**config.mk**
```make
export PLATFORM = sky130hd
export DESIGN_NAME = usb_setup_capture
export DESIGN_NICKNAME = d
export VERILOG_FILES = /design/src/design/usb_setup_pkg.sv /design/src/design/usb_setup_capture.sv
export VERILOG_INCLUDE_DIRS = /design/src /design/src/design
export SDC_FILE = /design/constraint.sdc
export NUM_CORES = 1
export LEC_CHECK = 0
export BUFFER_PORTS_ARGS = -buffer_cell sky130_fd_sc_hd__buf_2
export CORE_MARGIN = 3
export CORE_UTILIZATION = 51
export CTS_BUF_LIST = sky130_fd_sc_hd__clkbuf_4
export CTS_CLUSTER_DIAMETER = 40
export DETAILED_ROUTE_END_ITERATION = 8
export GPL_ROUTABILITY_DRIVEN = 0
export PLACE_DENSITY = 0.82
export SLEW_MARGIN = 20
export SYNTH_ARGS = -nofsm -noshare
export SYNTH_HDL_FRONTEND = slang
export SYNTH_SLANG_ARGS = --single-unit
```
**constraint.sdc**
```tcl
create_clock -name pclk -period 2.76 [get_ports pclk]
set_input_delay 0.276 -clock pclk [delete_from_list [all_inputs] [get_ports pclk]]
set_output_delay 0.276 -clock pclk [all_outputs]
set_load 0.02 [all_outputs]
```
**src/design/usb_setup_regs.svh**
```systemverilog
// Register indices, field positions, reset values and limits of the block
`ifndef USB_SETUP_REGS_SVH
`define USB_SETUP_REGS_SVH

// Register indices; byte address is four times the index
`define REQ_CODE_TYPE_IDX 8'h78
`define REQ_VALUE_IDX 8'h7A
`define REQ_INDEX_IDX 8'h7C
`define REQ_LENGTH_IDX 8'h7E
`define PIPE_MODE_CFG_IDX 8'h82
`define PIPE_LIMITS_IDX 8'h86
`define PIPE_STATUS_IDX 8'h87

`define CAPTURE_RESET 16'h0000
`define PIPE_MODE_CFG_RESET 16'h0000
`define CONT_MODE_BIT 8
`define MPS_LSB 0
`define MPS_MSB 6
`define TX_LEN_LSB 16
`define TX_LEN_MSB 24
`define MPS_RESET 7'h40
`define TX_LEN_RESET 9'h000
`define PIPE_BUFFER_BYTES 10'h100

`endif

```
**src/design/usb_setup_pkg.sv**
```systemverilog
// Types shared by the setup capture and control pipe block
package usb_setup_pkg;
    typedef enum logic [1:0] {
        STAGE_IDLE = 2'b00,
        STAGE_FILL = 2'b01,
        STAGE_SEND = 2'b11
    } tx_stage_e;
    typedef logic [15:0] half_word_t;
endpackage

```
**src/design/usb_setup_capture.sv**
```systemverilog
// Setup packet capture registers and control pipe data-stage completion
`timescale 1ns/1ps
`include "usb_setup_regs.svh"

module usb_setup_capture #(
    parameter int PADDR_W = 12
) (
    input wire logic pclk,
    input wire logic presetn,
    input wire logic pclk_en,
    input wire logic soft_reset,
    input wire logic bus_reset,
    input wire logic psel,
    input wire logic penable,
    input wire logic pwrite,
    input wire logic [PADDR_W-1:0] paddr,
    input wire logic [31:0] pwdata,
    input wire logic [3:0] pstrb,
    output logic [31:0] prdata,
    output logic pready,
    output logic pslverr,
    input wire logic setup_valid,
    input wire logic [63:0] setup_data,
    input wire logic fill_byte,
    input wire logic buffer_valid_flag_wr,
    input wire logic tx_byte,
    input wire logic tx_short_sent,
    input wire logic rx_pkt_done,
    input wire logic [7:0] rx_pkt_len,
    output logic buffer_valid_flag,
    output logic continuous_transfer_select,
    output logic fill_done,
    output logic tx_done,
    output logic rx_done
);

    function automatic logic [PADDR_W-1:0] byte_addr(input logic [7:0] idx);
        byte_addr = PADDR_W'({idx, 2'b00});
    endfunction

    function automatic logic hit(input logic [PADDR_W-1:0] a,
                                 input logic [7:0] idx);
        hit = (a == byte_addr(idx));
    endfunction

    usb_setup_pkg::half_word_t req0_r, req1_r, req2_r, req3_r;
    usb_setup_pkg::half_word_t req0_nxt, req1_nxt, req2_nxt, req3_nxt;
    logic cfg_mode_r, cfg_mode_nxt;
    logic [6:0] mps_r, mps_nxt;
    logic [8:0] tx_len_r, tx_len_nxt;
    logic [31:0] prdata_r, prdata_nxt;
    usb_setup_pkg::tx_stage_e stage_r, stage_nxt;
    logic [8:0] fill_cnt_r, fill_cnt_nxt;
    logic [8:0] tx_cnt_r, tx_cnt_nxt;
    logic [8:0] rx_cnt_r, rx_cnt_nxt;
    logic buffer_valid_flag_r, buffer_valid_flag_nxt;

    logic access, wr_en, mapped;
    logic [8:0] limit;
    logic [9:0] rx_total;
    logic rx_short;

    // APB decode
    always_comb begin
        if (hit(paddr, `REQ_CODE_TYPE_IDX)) begin
            mapped = 1'b1;
        end else if (hit(paddr, `REQ_VALUE_IDX)) begin
            mapped = 1'b1;
        end else if (hit(paddr, `REQ_INDEX_IDX)) begin
            mapped = 1'b1;
        end else if (hit(paddr, `REQ_LENGTH_IDX)) begin
            mapped = 1'b1;
        end else if (hit(paddr, `PIPE_MODE_CFG_IDX)) begin
            mapped = 1'b1;
        end else if (hit(paddr, `PIPE_LIMITS_IDX)) begin
            mapped = 1'b1;
        end else if (hit(paddr, `PIPE_STATUS_IDX)) begin
            mapped = 1'b1;
        end else begin
            mapped = 1'b0;
        end
    end

    // Clock enable low stretches the access phase
    assign pready = pclk_en;
    assign access = psel && penable && pclk_en;
    assign pslverr = psel && penable && !mapped;
    assign wr_en = access && pwrite && mapped;
    assign prdata = prdata_r;

    // Read data latched during setup phase, shown in access phase
    always_comb begin
        prdata_nxt = prdata_r;
        if (psel && !penable && !pwrite) begin
            if (hit(paddr, `REQ_CODE_TYPE_IDX)) begin
                prdata_nxt = {16'h0000, req0_r};
            end else if (hit(paddr, `REQ_VALUE_IDX)) begin
                prdata_nxt = {16'h0000, req1_r};
            end else if (hit(paddr, `REQ_INDEX_IDX)) begin
                prdata_nxt = {16'h0000, req2_r};
            end else if (hit(paddr, `REQ_LENGTH_IDX)) begin
                prdata_nxt = {16'h0000, req3_r};
            end else if (hit(paddr, `PIPE_MODE_CFG_IDX)) begin
                prdata_nxt = 32'h0000_0000;
                prdata_nxt[`CONT_MODE_BIT] = cfg_mode_r;
            end else if (hit(paddr, `PIPE_LIMITS_IDX)) begin
                prdata_nxt = 32'h0000_0000;
                prdata_nxt[`MPS_MSB:`MPS_LSB] = mps_r;
                prdata_nxt[`TX_LEN_MSB:`TX_LEN_LSB] = tx_len_r;
            end else if (hit(paddr, `PIPE_STATUS_IDX)) begin
                prdata_nxt = {5'h00, rx_cnt_r, 5'h00, fill_cnt_r,
                              1'b0, stage_r, buffer_valid_flag_r};
            end else begin
                prdata_nxt = 32'h0000_0000;
            end
        end
    end

    // Setup capture: all four words load at once, writes ignored
    always_comb begin
        req0_nxt = req0_r;
        req1_nxt = req1_r;
        req2_nxt = req2_r;
        req3_nxt = req3_r;
        if (soft_reset || bus_reset) begin
            req0_nxt = `CAPTURE_RESET;
            req1_nxt = `CAPTURE_RESET;
            req2_nxt = `CAPTURE_RESET;
            req3_nxt = `CAPTURE_RESET;
        end else if (setup_valid) begin
            req0_nxt = {setup_data[15:8], setup_data[7:0]};
            req1_nxt = {setup_data[31:24], setup_data[23:16]};
            req2_nxt = {setup_data[47:40], setup_data[39:32]};
            req3_nxt = {setup_data[63:56], setup_data[55:48]};
        end
    end

    // Software configuration; bus reset leaves it alone
    always_comb begin
        cfg_mode_nxt = cfg_mode_r;
        mps_nxt = mps_r;
        tx_len_nxt = tx_len_r;
        if (soft_reset) begin
            cfg_mode_nxt = 1'b0;
            mps_nxt = `MPS_RESET;
            tx_len_nxt = `TX_LEN_RESET;
        end else if (wr_en && hit(paddr, `PIPE_MODE_CFG_IDX) && pstrb[1]) begin
            cfg_mode_nxt = pwdata[`CONT_MODE_BIT];
        end else if (wr_en && hit(paddr, `PIPE_LIMITS_IDX)) begin
            if (pstrb[0]) begin
                mps_nxt = pwdata[`MPS_MSB:`MPS_LSB];
            end
            if (pstrb[2] && pstrb[3]) begin
                tx_len_nxt = pwdata[`TX_LEN_MSB:`TX_LEN_LSB];
            end
        end
    end

    assign continuous_transfer_select = cfg_mode_r;
    // Fill and send end at max packet size or continuous length
    assign limit = cfg_mode_r ? tx_len_r : {2'b00, mps_r};

    // Control read: buffer fill then send
    always_comb begin
        stage_nxt = stage_r;
        fill_cnt_nxt = fill_cnt_r;
        tx_cnt_nxt = tx_cnt_r;
        buffer_valid_flag_nxt = buffer_valid_flag_r;
        fill_done = 1'b0;
        tx_done = 1'b0;
        if (soft_reset || setup_valid) begin
            stage_nxt = usb_setup_pkg::STAGE_IDLE;
            fill_cnt_nxt = 9'h000;
            tx_cnt_nxt = 9'h000;
            buffer_valid_flag_nxt = 1'b0;
        end else begin
            case (stage_r)
                usb_setup_pkg::STAGE_IDLE, usb_setup_pkg::STAGE_FILL: begin
                    if (buffer_valid_flag_wr) begin
                        fill_done = pclk_en;
                        buffer_valid_flag_nxt = 1'b1;
                        fill_cnt_nxt = 9'h000;
                        stage_nxt = usb_setup_pkg::STAGE_SEND;
                    end else if (fill_byte) begin
                        if (fill_cnt_r + 9'h001 >= limit) begin
                            fill_done = pclk_en;
                            buffer_valid_flag_nxt = 1'b1;
                            fill_cnt_nxt = 9'h000;
                            stage_nxt = usb_setup_pkg::STAGE_SEND;
                        end else begin
                            fill_cnt_nxt = fill_cnt_r + 9'h001;
                            stage_nxt = usb_setup_pkg::STAGE_FILL;
                        end
                    end
                end
                usb_setup_pkg::STAGE_SEND: begin
                    if (tx_short_sent ||
                        (tx_byte && tx_cnt_r + 9'h001 >= limit)) begin
                        tx_done = pclk_en;
                        buffer_valid_flag_nxt = 1'b0;
                        tx_cnt_nxt = 9'h000;
                        stage_nxt = usb_setup_pkg::STAGE_IDLE;
                    end else if (tx_byte) begin
                        tx_cnt_nxt = tx_cnt_r + 9'h001;
                    end
                end
                default: begin
                    stage_nxt = usb_setup_pkg::STAGE_IDLE;
                end
            endcase
        end
    end

    assign buffer_valid_flag = buffer_valid_flag_r;

    // Control write: receive completion
    assign rx_total = {1'b0, rx_cnt_r} + {2'b00, rx_pkt_len};
    assign rx_short = rx_pkt_len < {1'b0, mps_r};
    always_comb begin
        rx_cnt_nxt = rx_cnt_r;
        rx_done = 1'b0;
        if (soft_reset || setup_valid) begin
            rx_cnt_nxt = 9'h000;
        end else if (rx_pkt_done) begin
            if (!cfg_mode_r || rx_short ||
                rx_total >= `PIPE_BUFFER_BYTES) begin
                rx_done = pclk_en;
                rx_cnt_nxt = 9'h000;
            end else begin
                rx_cnt_nxt = rx_total[8:0];
            end
        end
    end

    always_ff @(posedge pclk or negedge presetn) begin
        if (!presetn) begin
            req0_r <= `CAPTURE_RESET;
            req1_r <= `CAPTURE_RESET;
            req2_r <= `CAPTURE_RESET;
            req3_r <= `CAPTURE_RESET;
            cfg_mode_r <= 1'b0;
            mps_r <= `MPS_RESET;
            tx_len_r <= `TX_LEN_RESET;
            prdata_r <= 32'h0000_0000;
            stage_r <= usb_setup_pkg::STAGE_IDLE;
            fill_cnt_r <= 9'h000;
            tx_cnt_r <= 9'h000;
            rx_cnt_r <= 9'h000;
            buffer_valid_flag_r <= 1'b0;
        end else if (pclk_en) begin
            req0_r <= req0_nxt;
            req1_r <= req1_nxt;
            req2_r <= req2_nxt;
            req3_r <= req3_nxt;
            cfg_mode_r <= cfg_mode_nxt;
            mps_r <= mps_nxt;
            tx_len_r <= tx_len_nxt;
            prdata_r <= prdata_nxt;
            stage_r <= stage_nxt;
            fill_cnt_r <= fill_cnt_nxt;
            tx_cnt_r <= tx_cnt_nxt;
            rx_cnt_r <= rx_cnt_nxt;
            buffer_valid_flag_r <= buffer_valid_flag_nxt;
        end
    end

    capture_load_a: assert property (
        @(posedge pclk) disable iff (!presetn)
        setup_valid && pclk_en && !soft_reset && !bus_reset |=>
            req0_r == {$past(setup_data[15:8]), $past(setup_data[7:0])} &&
            req3_r == $past(setup_data[63:48]))
        else $error("setup capture did not load");

    capture_clear_a: assert property (
        @(posedge pclk) disable iff (!presetn)
        bus_reset && pclk_en |=>
            req0_r == 16'h0000 && req1_r == 16'h0000 &&
            req2_r == 16'h0000 && req3_r == 16'h0000)
        else $error("bus reset left capture set");

    capture_ro_a: assert property (
        @(posedge pclk) disable iff (!presetn)
        wr_en && !setup_valid && !soft_reset && !bus_reset |=>
            $stable(req1_r) && $stable(req2_r))
        else $error("write changed capture register");

    cfg_keep_a: assert property (
        @(posedge pclk) disable iff (!presetn)
        bus_reset && pclk_en && !soft_reset && !wr_en |=> $stable(cfg_mode_r))
        else $error("bus reset changed pipe mode");

    cfg_soft_a: assert property (
        @(posedge pclk) disable iff (!presetn)
        soft_reset && pclk_en |=> !cfg_mode_r)
        else $error("soft reset kept pipe mode");

    rx_single_a: assert property (
        @(posedge pclk) disable iff (!presetn)
        pclk_en && rx_pkt_done && !cfg_mode_r && !soft_reset && !setup_valid
            |-> rx_done)
        else $error("per-packet receive not ended");

    rx_cont_a: assert property (
        @(posedge pclk) disable iff (!presetn)
        rx_pkt_done && cfg_mode_r && !rx_short && rx_total < 10'h100
            |-> !rx_done)
        else $error("continuous receive ended early");

    fill_auto_a: assert property (
        @(posedge pclk) disable iff (!presetn)
        fill_done && !soft_reset |=>
            buffer_valid_flag_r && stage_r == usb_setup_pkg::STAGE_SEND)
        else $error("buffer valid not set on fill end");

    tx_end_a: assert property (
        @(posedge pclk) disable iff (!presetn)
        tx_done |=> !buffer_valid_flag_r ##1 !tx_done)
        else $error("send end did not release buffer");

endmodule

```
# --- Word level (Yosys, flattened, before mapping) ---
# Cells that the tools add are included.
op_classes:
  n_reduce_logical: 44
  eq_ne: 13
  addsub: 3
  magnitude_cmp: 4
  mux: 68
ops:
  columns: ["cell", "n"]
  rows:
  - ["$mux 27", 7]
  - ["$mux 9", 17]
  - ["$mux 16", 8]
  - ["$eq 12x9->1 const B", 4]
  - ["$eq 12x10->1 const B", 3]
  - ["$mux 7", 4]
  - ["$mux 1", 25]
  - ["$add 9x1->9 const B", 2]
  - ["$ge 9x9->1", 2]
  - ["$reduce_bool 2->1", 8]
  - ["$logic_and 1x1->1", 12]
  - ["$add 9x8->10", 1]
  - ["$ge 10x9->1 const B", 1]
  - ["$mux 2", 5]
  - ["$reduce_and 3->1", 3]
  - ["$reduce_bool 3->1", 3]
  - ["$lt 8x7->1", 1]
  - ["$ne 4x4->1 const B", 2]
  - ["$reduce_and 2->1", 4]
  - ["$reduce_and 4->1", 2]
  - ["$logic_or 1x1->1", 5]
  - ["$reduce_and 5->1", 1]
  - ["$logic_not 1->1", 4]
  - ["$pmux 2 s2", 1]
  - ["other kinds (7)", 7]
word_totals:
  register_bits: 143
  input_bits: 134
  elab_cells: 145

# --- Longest topological paths before layout ---
# Gate-level depths: netlist of the first run.
logic_depth:
  depth_word: 13
  ltp_mapped: 13
  ltp_nobuf: 12

# --- Least setup slack after synthesis of the first run ---
# No wires, ideal clock.
synth_path:
  kind: "register to register"
  startpoint: "reg cfg_mode_r, in the netlist continuous_transfer_select"
  endpoint: "reg stage_r[0]"
  setup_ns: 0.116
  stages_incl_launch_ff: 10
  path_buffers: 1
  required_time_ns: 2.644
  synth_period_minus_slack_ns: 2.949
  slack_ns: -0.189
  t_arrival_ns: 2.834
  path_cell_list: "dfrtp_1 > buf_1 > mux2_2 > ha_1 > nand2b_1 > a211oi_1 > o21ai_0 > nand3_1 > or4b_2 > o311ai_0"
synth_via:
  elab_chain_cells: 6
synth_lines:
  columns: ["element", "line", "rtl"]
  rows:
  - ["start: declaration", "usb_setup_capture.sv:48", "logic cfg_mode_r, cfg_mode_nxt;"]
  - ["start signal: assignment", "usb_setup_capture.sv:255", "cfg_mode_r <= cfg_mode_nxt;"]
  - ["$mux 9", "usb_setup_capture.sv:161", "assign limit = cfg_mode_r ? tx_len_r : {2'b00, mps_r};"]
  - ["$ge 9x9->1", "usb_setup_capture.sv:198", "(tx_byte && tx_cnt_r + 9'h001 >= limit)) begin"]
  - ["$logic_and 1x1->1", "usb_setup_capture.sv:198", null]
  - ["$logic_or 1x1->1", "usb_setup_capture.sv:197", "if (tx_short_sent ||"]
  - ["$ne 3x3->1 (no source line)", null, null]
  - ["$reduce_and 3->1 (no source line)", null, null]
  - ["end signal: assignment", "usb_setup_capture.sv:245", "stage_r <= usb_setup_pkg::STAGE_IDLE;"]
  - ["end signal: assignment", "usb_setup_capture.sv:259", "stage_r <= stage_nxt;"]
  - ["end: declaration", "usb_setup_capture.sv:52", "usb_setup_pkg::tx_stage_e stage_r, stage_nxt;"]
# Every way passes these cells.
# A chain may end at the register's enable or synchronous reset.

# --- Worst setup path after layout of the first run ---
layout_path:
  startpoint: "reg tx_cnt_r[0]"
  endpoint: "out tx_done"
layout_via:
  elab_chain_cells: 7
layout_lines:
  columns: ["element", "line", "rtl"]
  rows:
  - ["start: declaration", "usb_setup_capture.sv:54", "logic [8:0] tx_cnt_r, tx_cnt_nxt;"]
  - ["start signal: assignment", "usb_setup_capture.sv:261", "tx_cnt_r <= tx_cnt_nxt;"]
  - ["$add 9x1->9", "usb_setup_capture.sv:198", null]
  - ["$ge 9x9->1", "usb_setup_capture.sv:198", null]
  - ["$logic_and 1x1->1", "usb_setup_capture.sv:198", null]
  - ["$logic_or 1x1->1", "usb_setup_capture.sv:197", null]
  - ["$mux 1", "usb_setup_capture.sv:197", null]
  - ["$mux 1", "usb_setup_capture.sv:177", "case (stage_r)"]
  - ["$mux 1", "usb_setup_capture.sv:171", "if (soft_reset || setup_valid) begin"]
  - ["end: declaration", "usb_setup_capture.sv:33", "output logic tx_done,"]
# Every way passes these cells.

==> flow_metrics.tcl, run 1 <==
set metrics [dict create \
    status "complete, but fails checks" \
    failed_checks "negative setup slack" \
    via_per_inst 5.97 \
    fp.dieW_um 128 \
    synth_area_sq_um 7580 \
    drive_gt1_frac 0.273 \
    gr-usage-all-layers 0.307 \
    seqCellArea_sq_um 3460 \
    avgSynthCellArea_sq_um 9.30 \
    die_area_sq_um 16400 \
    root_buffer "clkbuf_4" \
    worst-path-max-fanout 5 \
    area_delta_synth_final_pct 34.3 \
    wirelength_um 25000 \
    final_hold_viol_count 0 \
    cap_violations 0 \
    cp-end-kind "output pin" \
    vias 7552 \
    timing.final.ws_setup_ns -0.344 \
    htreeDepth 4 \
    period_share 1.12 \
    critPathSlowestCell "dfrtp_1" \
    start_util 0.533 \
    skew_ns 0.0210 \
    p_leak_nw 4.80 \
    crit_path_max_incr_delay_ns 0.43 \
    holdPathStages 3 \
    synth.yosys.seq_area_share 0.456 \
    clkLatencyLatePin_ns 0.57 \
    cts_tree "done" \
    wire_per_inst_um 19.8 \
    r2r-start "tx_cnt_r[0]" \
    rsz0062_at_grt "true" \
    cts.clk_slew.worst_paths_ns 0.13 \
    drv_slew 0 \
    reg2reg_depth 14 \
    use_met3 0.0675 \
    required_ns 2.48 \
    grt_use_met1 0.375 \
    synthArstFlopShare 1.00 \
    ios 173 \
    grt-ovfl-total 0 \
    port_buffers 152 \
    grt_pass1_vias 7465 \
    r2r_setup_slack_ns -0.16 \
    syn_inst 815 \
    fp.dieH_um 128 \
    dp_cells 1131 \
    min_to "mps_r[4]" \
    ir_drop_mv 0.310 \
    drt-initial-drc-count 883 \
    max_slew.worst_pin.slew_ns 1.02 \
    cp_cell_sequence "buf_4 > nand2_1 > nor2_1 > buf_4 > xor2_1 > ha_1 > and4_1 > o21ai_1 > o21ai_2 > nand3_2 > buf_6 > a21oi_2 > buf_4" \
    synth_warnings 0 \
    synth_cell_types 64 \
    antenna_found_initial 1 \
    critPathMostFrequentCell "buf_4" \
    grt_start_max_net_pins 90 \
    p_per_area_nw_per_um2 414 \
    relSlewSlack 0.321 \
    use_met2 0.518 \
    drc 0 \
    hp-class "in -> reg" \
    crit_path_start_kind "flop" \
    min_from "pwdata[4]" \
    cp.arrival_ns 2.83 \
    fin_crit_ns 3.10 \
    synth_edf_count 0 \
    fin_cells 1265 \
    ys.flop_type "dfrtp_1" \
    cts_buffer_depth 2 \
    dp_hpwl_um 16000 \
    path_class "reg -> out" \
    core_sq_um 14200 \
    rows 43 \
    fin_hold_ws_ns 0.0419 \
    grt.busiest_layer "met2" \
    nets 1240 \
    setup_violations 11 \
    r2r-end "tx_cnt_r[2]" \
    postRouteAntennaNets 0 \
    first_pass_iters 6 \
    grt_pass1_wl_um 38800 \
    max_freq_mhz 322 \
    nFillCells 958 \
    clkSinkCount 138 \
    synth.ff_latch_count 138 \
    numCtsBuffers 17 \
    startpoint "tx_cnt_r[0]" \
    multiInputGateArea_sq_um 4150 \
]
## critical path, delay by kind of cell (launching register included)
family	cells	cell delay (ns)
AO/OA/AOI/OAI	3	0.34
XOR/XNOR	1	0.14
adder cells (fa/ha/maj)	1	0.29
buffers and inverters	4	0.62
flip-flops	1	0.43
AND/OR/NAND/NOR	4	0.46
## routing by layer
layer / routed length, um / part of all wire / up-vias
met5: 0 / 0 / -
met4: 1080 / 0.043 / 0
met3: 2100 / 0.084 / 86
met2: 12200 / 0.49 / 450
met1: 9620 / 0.38 / 3624
li1: - / - / 3392
## stage by stage
stage                util  setup WS (ns)  area, sq um  TNS, ns  power [mW]
CTS                 0.704         -0.343        10000   -0.794        4.16
global placement    0.611        -0.0127         8680  -0.0127        2.80
floorplan               -         0.0171         7620        0        2.52
global route        0.716         -0.517        10200    -3.27        4.38
detailed placement  0.611         -0.158         8680   -0.550        2.81
finish              0.716         -0.344        10200    -1.30        4.21
## synth_stat cells, types with 5 or more instances
| master | n | area [sq um] |
|---|---|---|
| a21oi_1 | 23 | 115 |
| and2_1 | 6 | 37.5 |
| nand2b_1 | 9 | 56.3 |
| nand2_1 | 188 | 706 |
| inv_1 | 13 | 48.8 |
| mux4_2 | 6 | 135 |
| dfrtp_1 | 137 | 3430 |
| nor2_1 | 29 | 109 |
| buf_4 | 7 | 52.6 |
| nand3_1 | 30 | 150 |
| mux2i_1 | 32 | 320 |
| and3_1 | 7 | 43.8 |
| a22oi_1 | 6 | 45.0 |
| o22a_1 | 7 | 61.3 |
| o31ai_1 | 8 | 60.1 |
| ha_1 | 34 | 425 |
| clkbuf_1 | 39 | 146 |
| o21ai_0 | 113 | 566 |
| a32o_1 | 5 | 50.1 |
| xnor2_1 | 11 | 96.3 |
| a22o_1 | 27 | 236 |
| xor2_1 | 7 | 61.3 |
## cell usage in the layout, fill, tap and decap left out, drive strengths merged, types with 3 or more instances in the layout
master,instances
a21o,3
o22ai,3
and3,7
nand2b,9
a32o,5
clkinv,6
a21oi,23
ha,34
dfrtp,137
a211oi,3
clkbuf,17
a31oi,4
nor2,29
xnor2,11
buf,209
conb,5
xor2,7
nor3,3
a22o,27
dlygate4sd3,78
nor4b,3
a22oi,6
nand2,188
o31ai,8
and2,6
nand4,4
and4,4
o22a,7
or2,3
mux4,6
inv,19
mux2i,32
o21ai,116
nand3,30
## flip-flops by register name (all words and copies together) (netlist names)
register                    count
prdata                         27
req0_r                         16
req1_r                         16
req2_r                         16
req3_r                         16
fill_cnt_r                      9
rx_cnt_r                        9
tx_cnt_r                        9
tx_len_r                        9
mps_r                           7
stage_r                         2
buffer_valid_flag               1
continuous_transfer_select      1
## cell families (layout without fill, tap and decap cells)
logic type,after synthesis,after routing,share of synthesized area
and+or+nand+nor,297,297,0.180
AOI/OAI and AO/OA,220,220,0.184
DFF,138,138,0.456
buffers and inverters,67,332,0.0383
muxes,39,39,0.0616
adders and majority gates,35,35,0.0588
xor gates and xnor gates,18,18,0.0208
other,1,6,0.000495
## power by group
group          internal [mW]  switching [mW]  leakage [nW]
clock                  0.459           0.821         0.142
combinational          0.330           0.422          2.78
sequential              2.11          0.0651          1.88
total                   2.90            1.31          4.80
## what timing repair did
| item | CTS | global route |
|---|---|---|
| cloned | 0 | 1 |
| resized for setup | 32 | 26 |
| hold endpoints to repair | 119 | 0 |
| pin swaps | 23 | 24 |
| hold buffers | 78 | 0 |
| setup buffers | 14 | 9 |
| setup endpoints to repair | 10 | 23 |
## layout make-up
cell class              instances  share of cell area
multi-input cells             614               0.408
flip-flops and latches        138               0.340
repair buffers                287               0.199
well taps                     180              0.0221
clock inverters                15              0.0135
clock buffers                  17              0.0125
inverters                      13             0.00480
diodes                          1            0.000246
## worst max path at each step
stage,to,slack [ns],depth (start not counted)
after floorplan,stage_r[0],0.02,12
final,tx_done,-0.34,13
after CTS,tx_done,-0.34,13
after global placement,stage_r[0],-0.01,12
after detailed placement,stage_r[0],-0.16,12
after global routing,tx_done,-0.52,13
No activity file was read; power rests on OpenSTA's default activity.
==> inputs of run 2 (changes only) <==
- ABC_AREA: not set -> 1
- PLACE_DENSITY: 0.82 -> 0.81
==> run 2 against run 1 <==
Against the previous run: the flow still finishes with violations (negative setup slack); clock-buffer cell count increased by 2; register-to-register slack improved by 0.21 ns; global-route usage decreased by 2.1 points; flip-flop and latch count unchanged; die area up 5.6%; clock power rose by 5%; combinational power increased by 18%; design area rose by 1.8%; sequential power up 2%; maximum frequency is 1.6% lower; core utilization is 4.0 points lower.
==> flow_metrics.tcl, run 2 <==
set metrics [dict create \
    crit_buf_inv 3 \
    syn_inst 1025 \
    drv_slew 0 \
    period_share 1.14 \
    hp-class "in -> reg" \
    crit_path_max_incr_delay_ns 0.45 \
    synthArstFlopShare 1.00 \
    grt-ovfl-total 0 \
    r2r_setup_slack_ns 0.05 \
    timing.final.ws_setup_ns -0.393 \
    wirelength_um 25100 \
    drt-initial-drc-count 674 \
    avgSynthCellArea_sq_um 7.83 \
    layout_common_cells "156 x inv_1, 155 x nand2_1, 148 x buf_2, 137 x dfrtp_1, 120 x o21ai_0" \
    die_area_sq_um 17300 \
    p_per_area_nw_per_um2 430 \
    cts_buffer_depth 2 \
    p_leak_nw 5.15 \
    first_pass_iters 7 \
    synth_edf_count 0 \
    final_hold_viol_count 0 \
    crit_family "simple AND/OR/NAND/NOR gates" \
    wire_per_inst_um 16.9 \
    root_buffer "clkbuf_4" \
    largest_reg_flops 27 \
    r2r-end "fill_cnt_r[8]" \
    skew_ns 0.0246 \
    max_freq_mhz 317 \
    cp_cell_sequence "ha_4 > nand3_2 > nor2_1 > nand2_1 > nor3_2 > xor2_1 > ha_1 > nand2_2 > inv_1 > nand2_1 > nand2_1 > a21oi_1 > nand4_1 > inv_2 > nor2_2 > buf_6" \
    htreeDepth 4 \
    synth_top_area_frac 0.427 \
    vias 8139 \
    clkSinkCount 138 \
    crit_path_start_kind "flop" \
    synth_top_area_cell "dfrtp_1" \
    reg2reg_depth 18 \
    ios 173 \
    area_delta_synth_final_pct 29.0 \
    grt_pass1_wl_um 40000 \
    clkLatencyLatePin_ns 0.57 \
    fin_crit_ns 3.15 \
    relSlewSlack 0.510 \
    cp.arrival_ns 2.88 \
    ys_top_cells_by_area "dfrtp_1 43%, o21ai_0 7.5%, inv_1 7.4%" \
    grt_start_max_net_pins 74 \
    setup_violations 3 \
    cts.clk_slew.worst_paths_ns 0.13 \
    synth_cell_types 49 \
    holdPathStages 5 \
    dp_hpwl_um 15900 \
    critPathSlowestCell "dfrtp_1" \
    port_buffers 152 \
    required_ns 2.48 \
    path_class "reg -> out" \
    synth.ff_latch_count 138 \
    via_per_inst 5.48 \
    grt_pass1_vias 7963 \
    r2r-start "fill_cnt_r[0]" \
    synthTopCellsByCount "158 x inv_1, 158 x nand2_1, 137 x dfrtp_1" \
    synth.yosys.seq_area_share 0.430 \
    antennaDiodeCount 0 \
    core_sq_um 15300 \
    dp_worst_setup_slack_ns 0.0441 \
    synth_area_sq_um 8030 \
    worst-path-max-fanout 3 \
    rows 45 \
    postRouteAntennaNets 0 \
    synth_warnings 0 \
    max_slew.worst_pin.slew_ns 0.735 \
    fin_hold_ws_ns 0.0216 \
    final_common_cell "inv_1" \
    ys.flop_type "dfrtp_1" \
    numCtsBuffers 17 \
    fp.dieW_um 131 \
    tns_ns -0.830 \
    ir_drop_mv 0.399 \
    antenna_found_initial 0 \
    min_to "tx_len_r[5]" \
    rsz0062_at_grt "true" \
    cap_violations 0 \
    drc 0 \
    nets 1431 \
    total_power_mw 4.46 \
    failed_checks "negative setup slack" \
    cts_tree "done" \
    status "complete, but fails checks" \
    gr-usage-all-layers 0.286 \
    start_util 0.524 \
    cp-end-kind "output pin" \
    drive_gt1_frac 0.236 \
    min_from "pwdata[21]" \
    critPathMostFrequentCell "nand2_1" \
    fp.dieH_um 131 \
]
[run 2: logic make-up (layout without fill, tap and decap cells)]
| group | count (synthesis) | after routing | synth area share |
|---|---|---|---|
| AND/OR/NAND/NOR | 392 | 392 | 0.228 |
| AO/OA/AOI/OAI | 225 | 225 | 0.159 |
| buffers and inverters | 216 | 462 | 0.108 |
| flip-flops | 138 | 138 | 0.430 |
| adder cells (fa/ha/maj) | 35 | 35 | 0.0555 |
| XOR/XNOR | 18 | 18 | 0.0196 |
| other | 1 | 5 | 0.000467 |
[run 2: worst max-delay path by stage]
stage	endpoint	cells after the start	start	slack, ns
after floorplan	tx_done	13	tx_cnt_r[0]	0.09
after global placement	tx_done	14	tx_cnt_r[0]	0.12
after detailed placement	tx_done	14	tx_cnt_r[0]	0.04
after CTS	fill_done	16	fill_cnt_r[1]	-0.41
after global routing	fill_done	16	fill_cnt_r[0]	-0.62
final	fill_done	16	fill_cnt_r[0]	-0.39
[run 2: cell type report]
| type | instances | area [sq um] |
|---|---|---|
| clock buffers | 19 | 143 |
| clock inverters | 13 | 131 |
| fillers | 1212 | 4960 |
| inverters | 172 | 647 |
| multi-input cells | 675 | 3940 |
| flip-flops and latches | 138 | 3450 |
| well taps | 211 | 264 |
| repair buffers | 258 | 1770 |
[run 2: where the power goes]
part | internal, mW | switching, mW
clock | 0.490 | 0.847
sequential | 2.15 | 0.0840
combinational | 0.355 | 0.532
[run 2: per-stage QoR]
step,area [sq um],cells,utilization
6_report,10400,1486,0.676
3_3_place_gp,9000,1363,0.588
5_1_grt,10400,1486,0.676
3_5_place_dp,9000,1363,0.588
2_1_floorplan,8040,1029,-
4_1_cts,10200,1479,0.665
[run 2: worst register-to-register path: stages (launching register included)]
cell and delay [ns]:
dfrtp_1 0.45, ha_4 0.17, nand3_2 0.08, nor2_1 0.10, nand2_1 0.08, buf_4 0.14, xor2_1 0.16, inv_1 0.10
ha_4 0.29, nand2_1 0.06, nor2_2 0.11, nand3b_1 0.09, nand4_1 0.14, inv_2 0.06, buf_4 0.12, buf_4 0.12
buf_4 0.14, nand3_1 0.08, o21ai_0 0.09
[run 2: per-layer routing]
layer,GRT usage,part of all wire,up-vias,routed length [um]
li1,-,-,3827,-
met1,0.369,0.40,3796,10000
met3,0.0693,0.092,71,2300
met2,0.475,0.48,445,12100
met4,0.0904,0.028,0,703
met5,0,0,-,0
[run 2: repair_timing]
action / CTS / global route
pin swaps: 16 / 11
hold buffers: 74 / 0
hold endpoints to repair: 143 / 0
resized for setup: 23 / 19
setup buffers: 10 / 7
endpoints found under the setup margin: 3 / 14
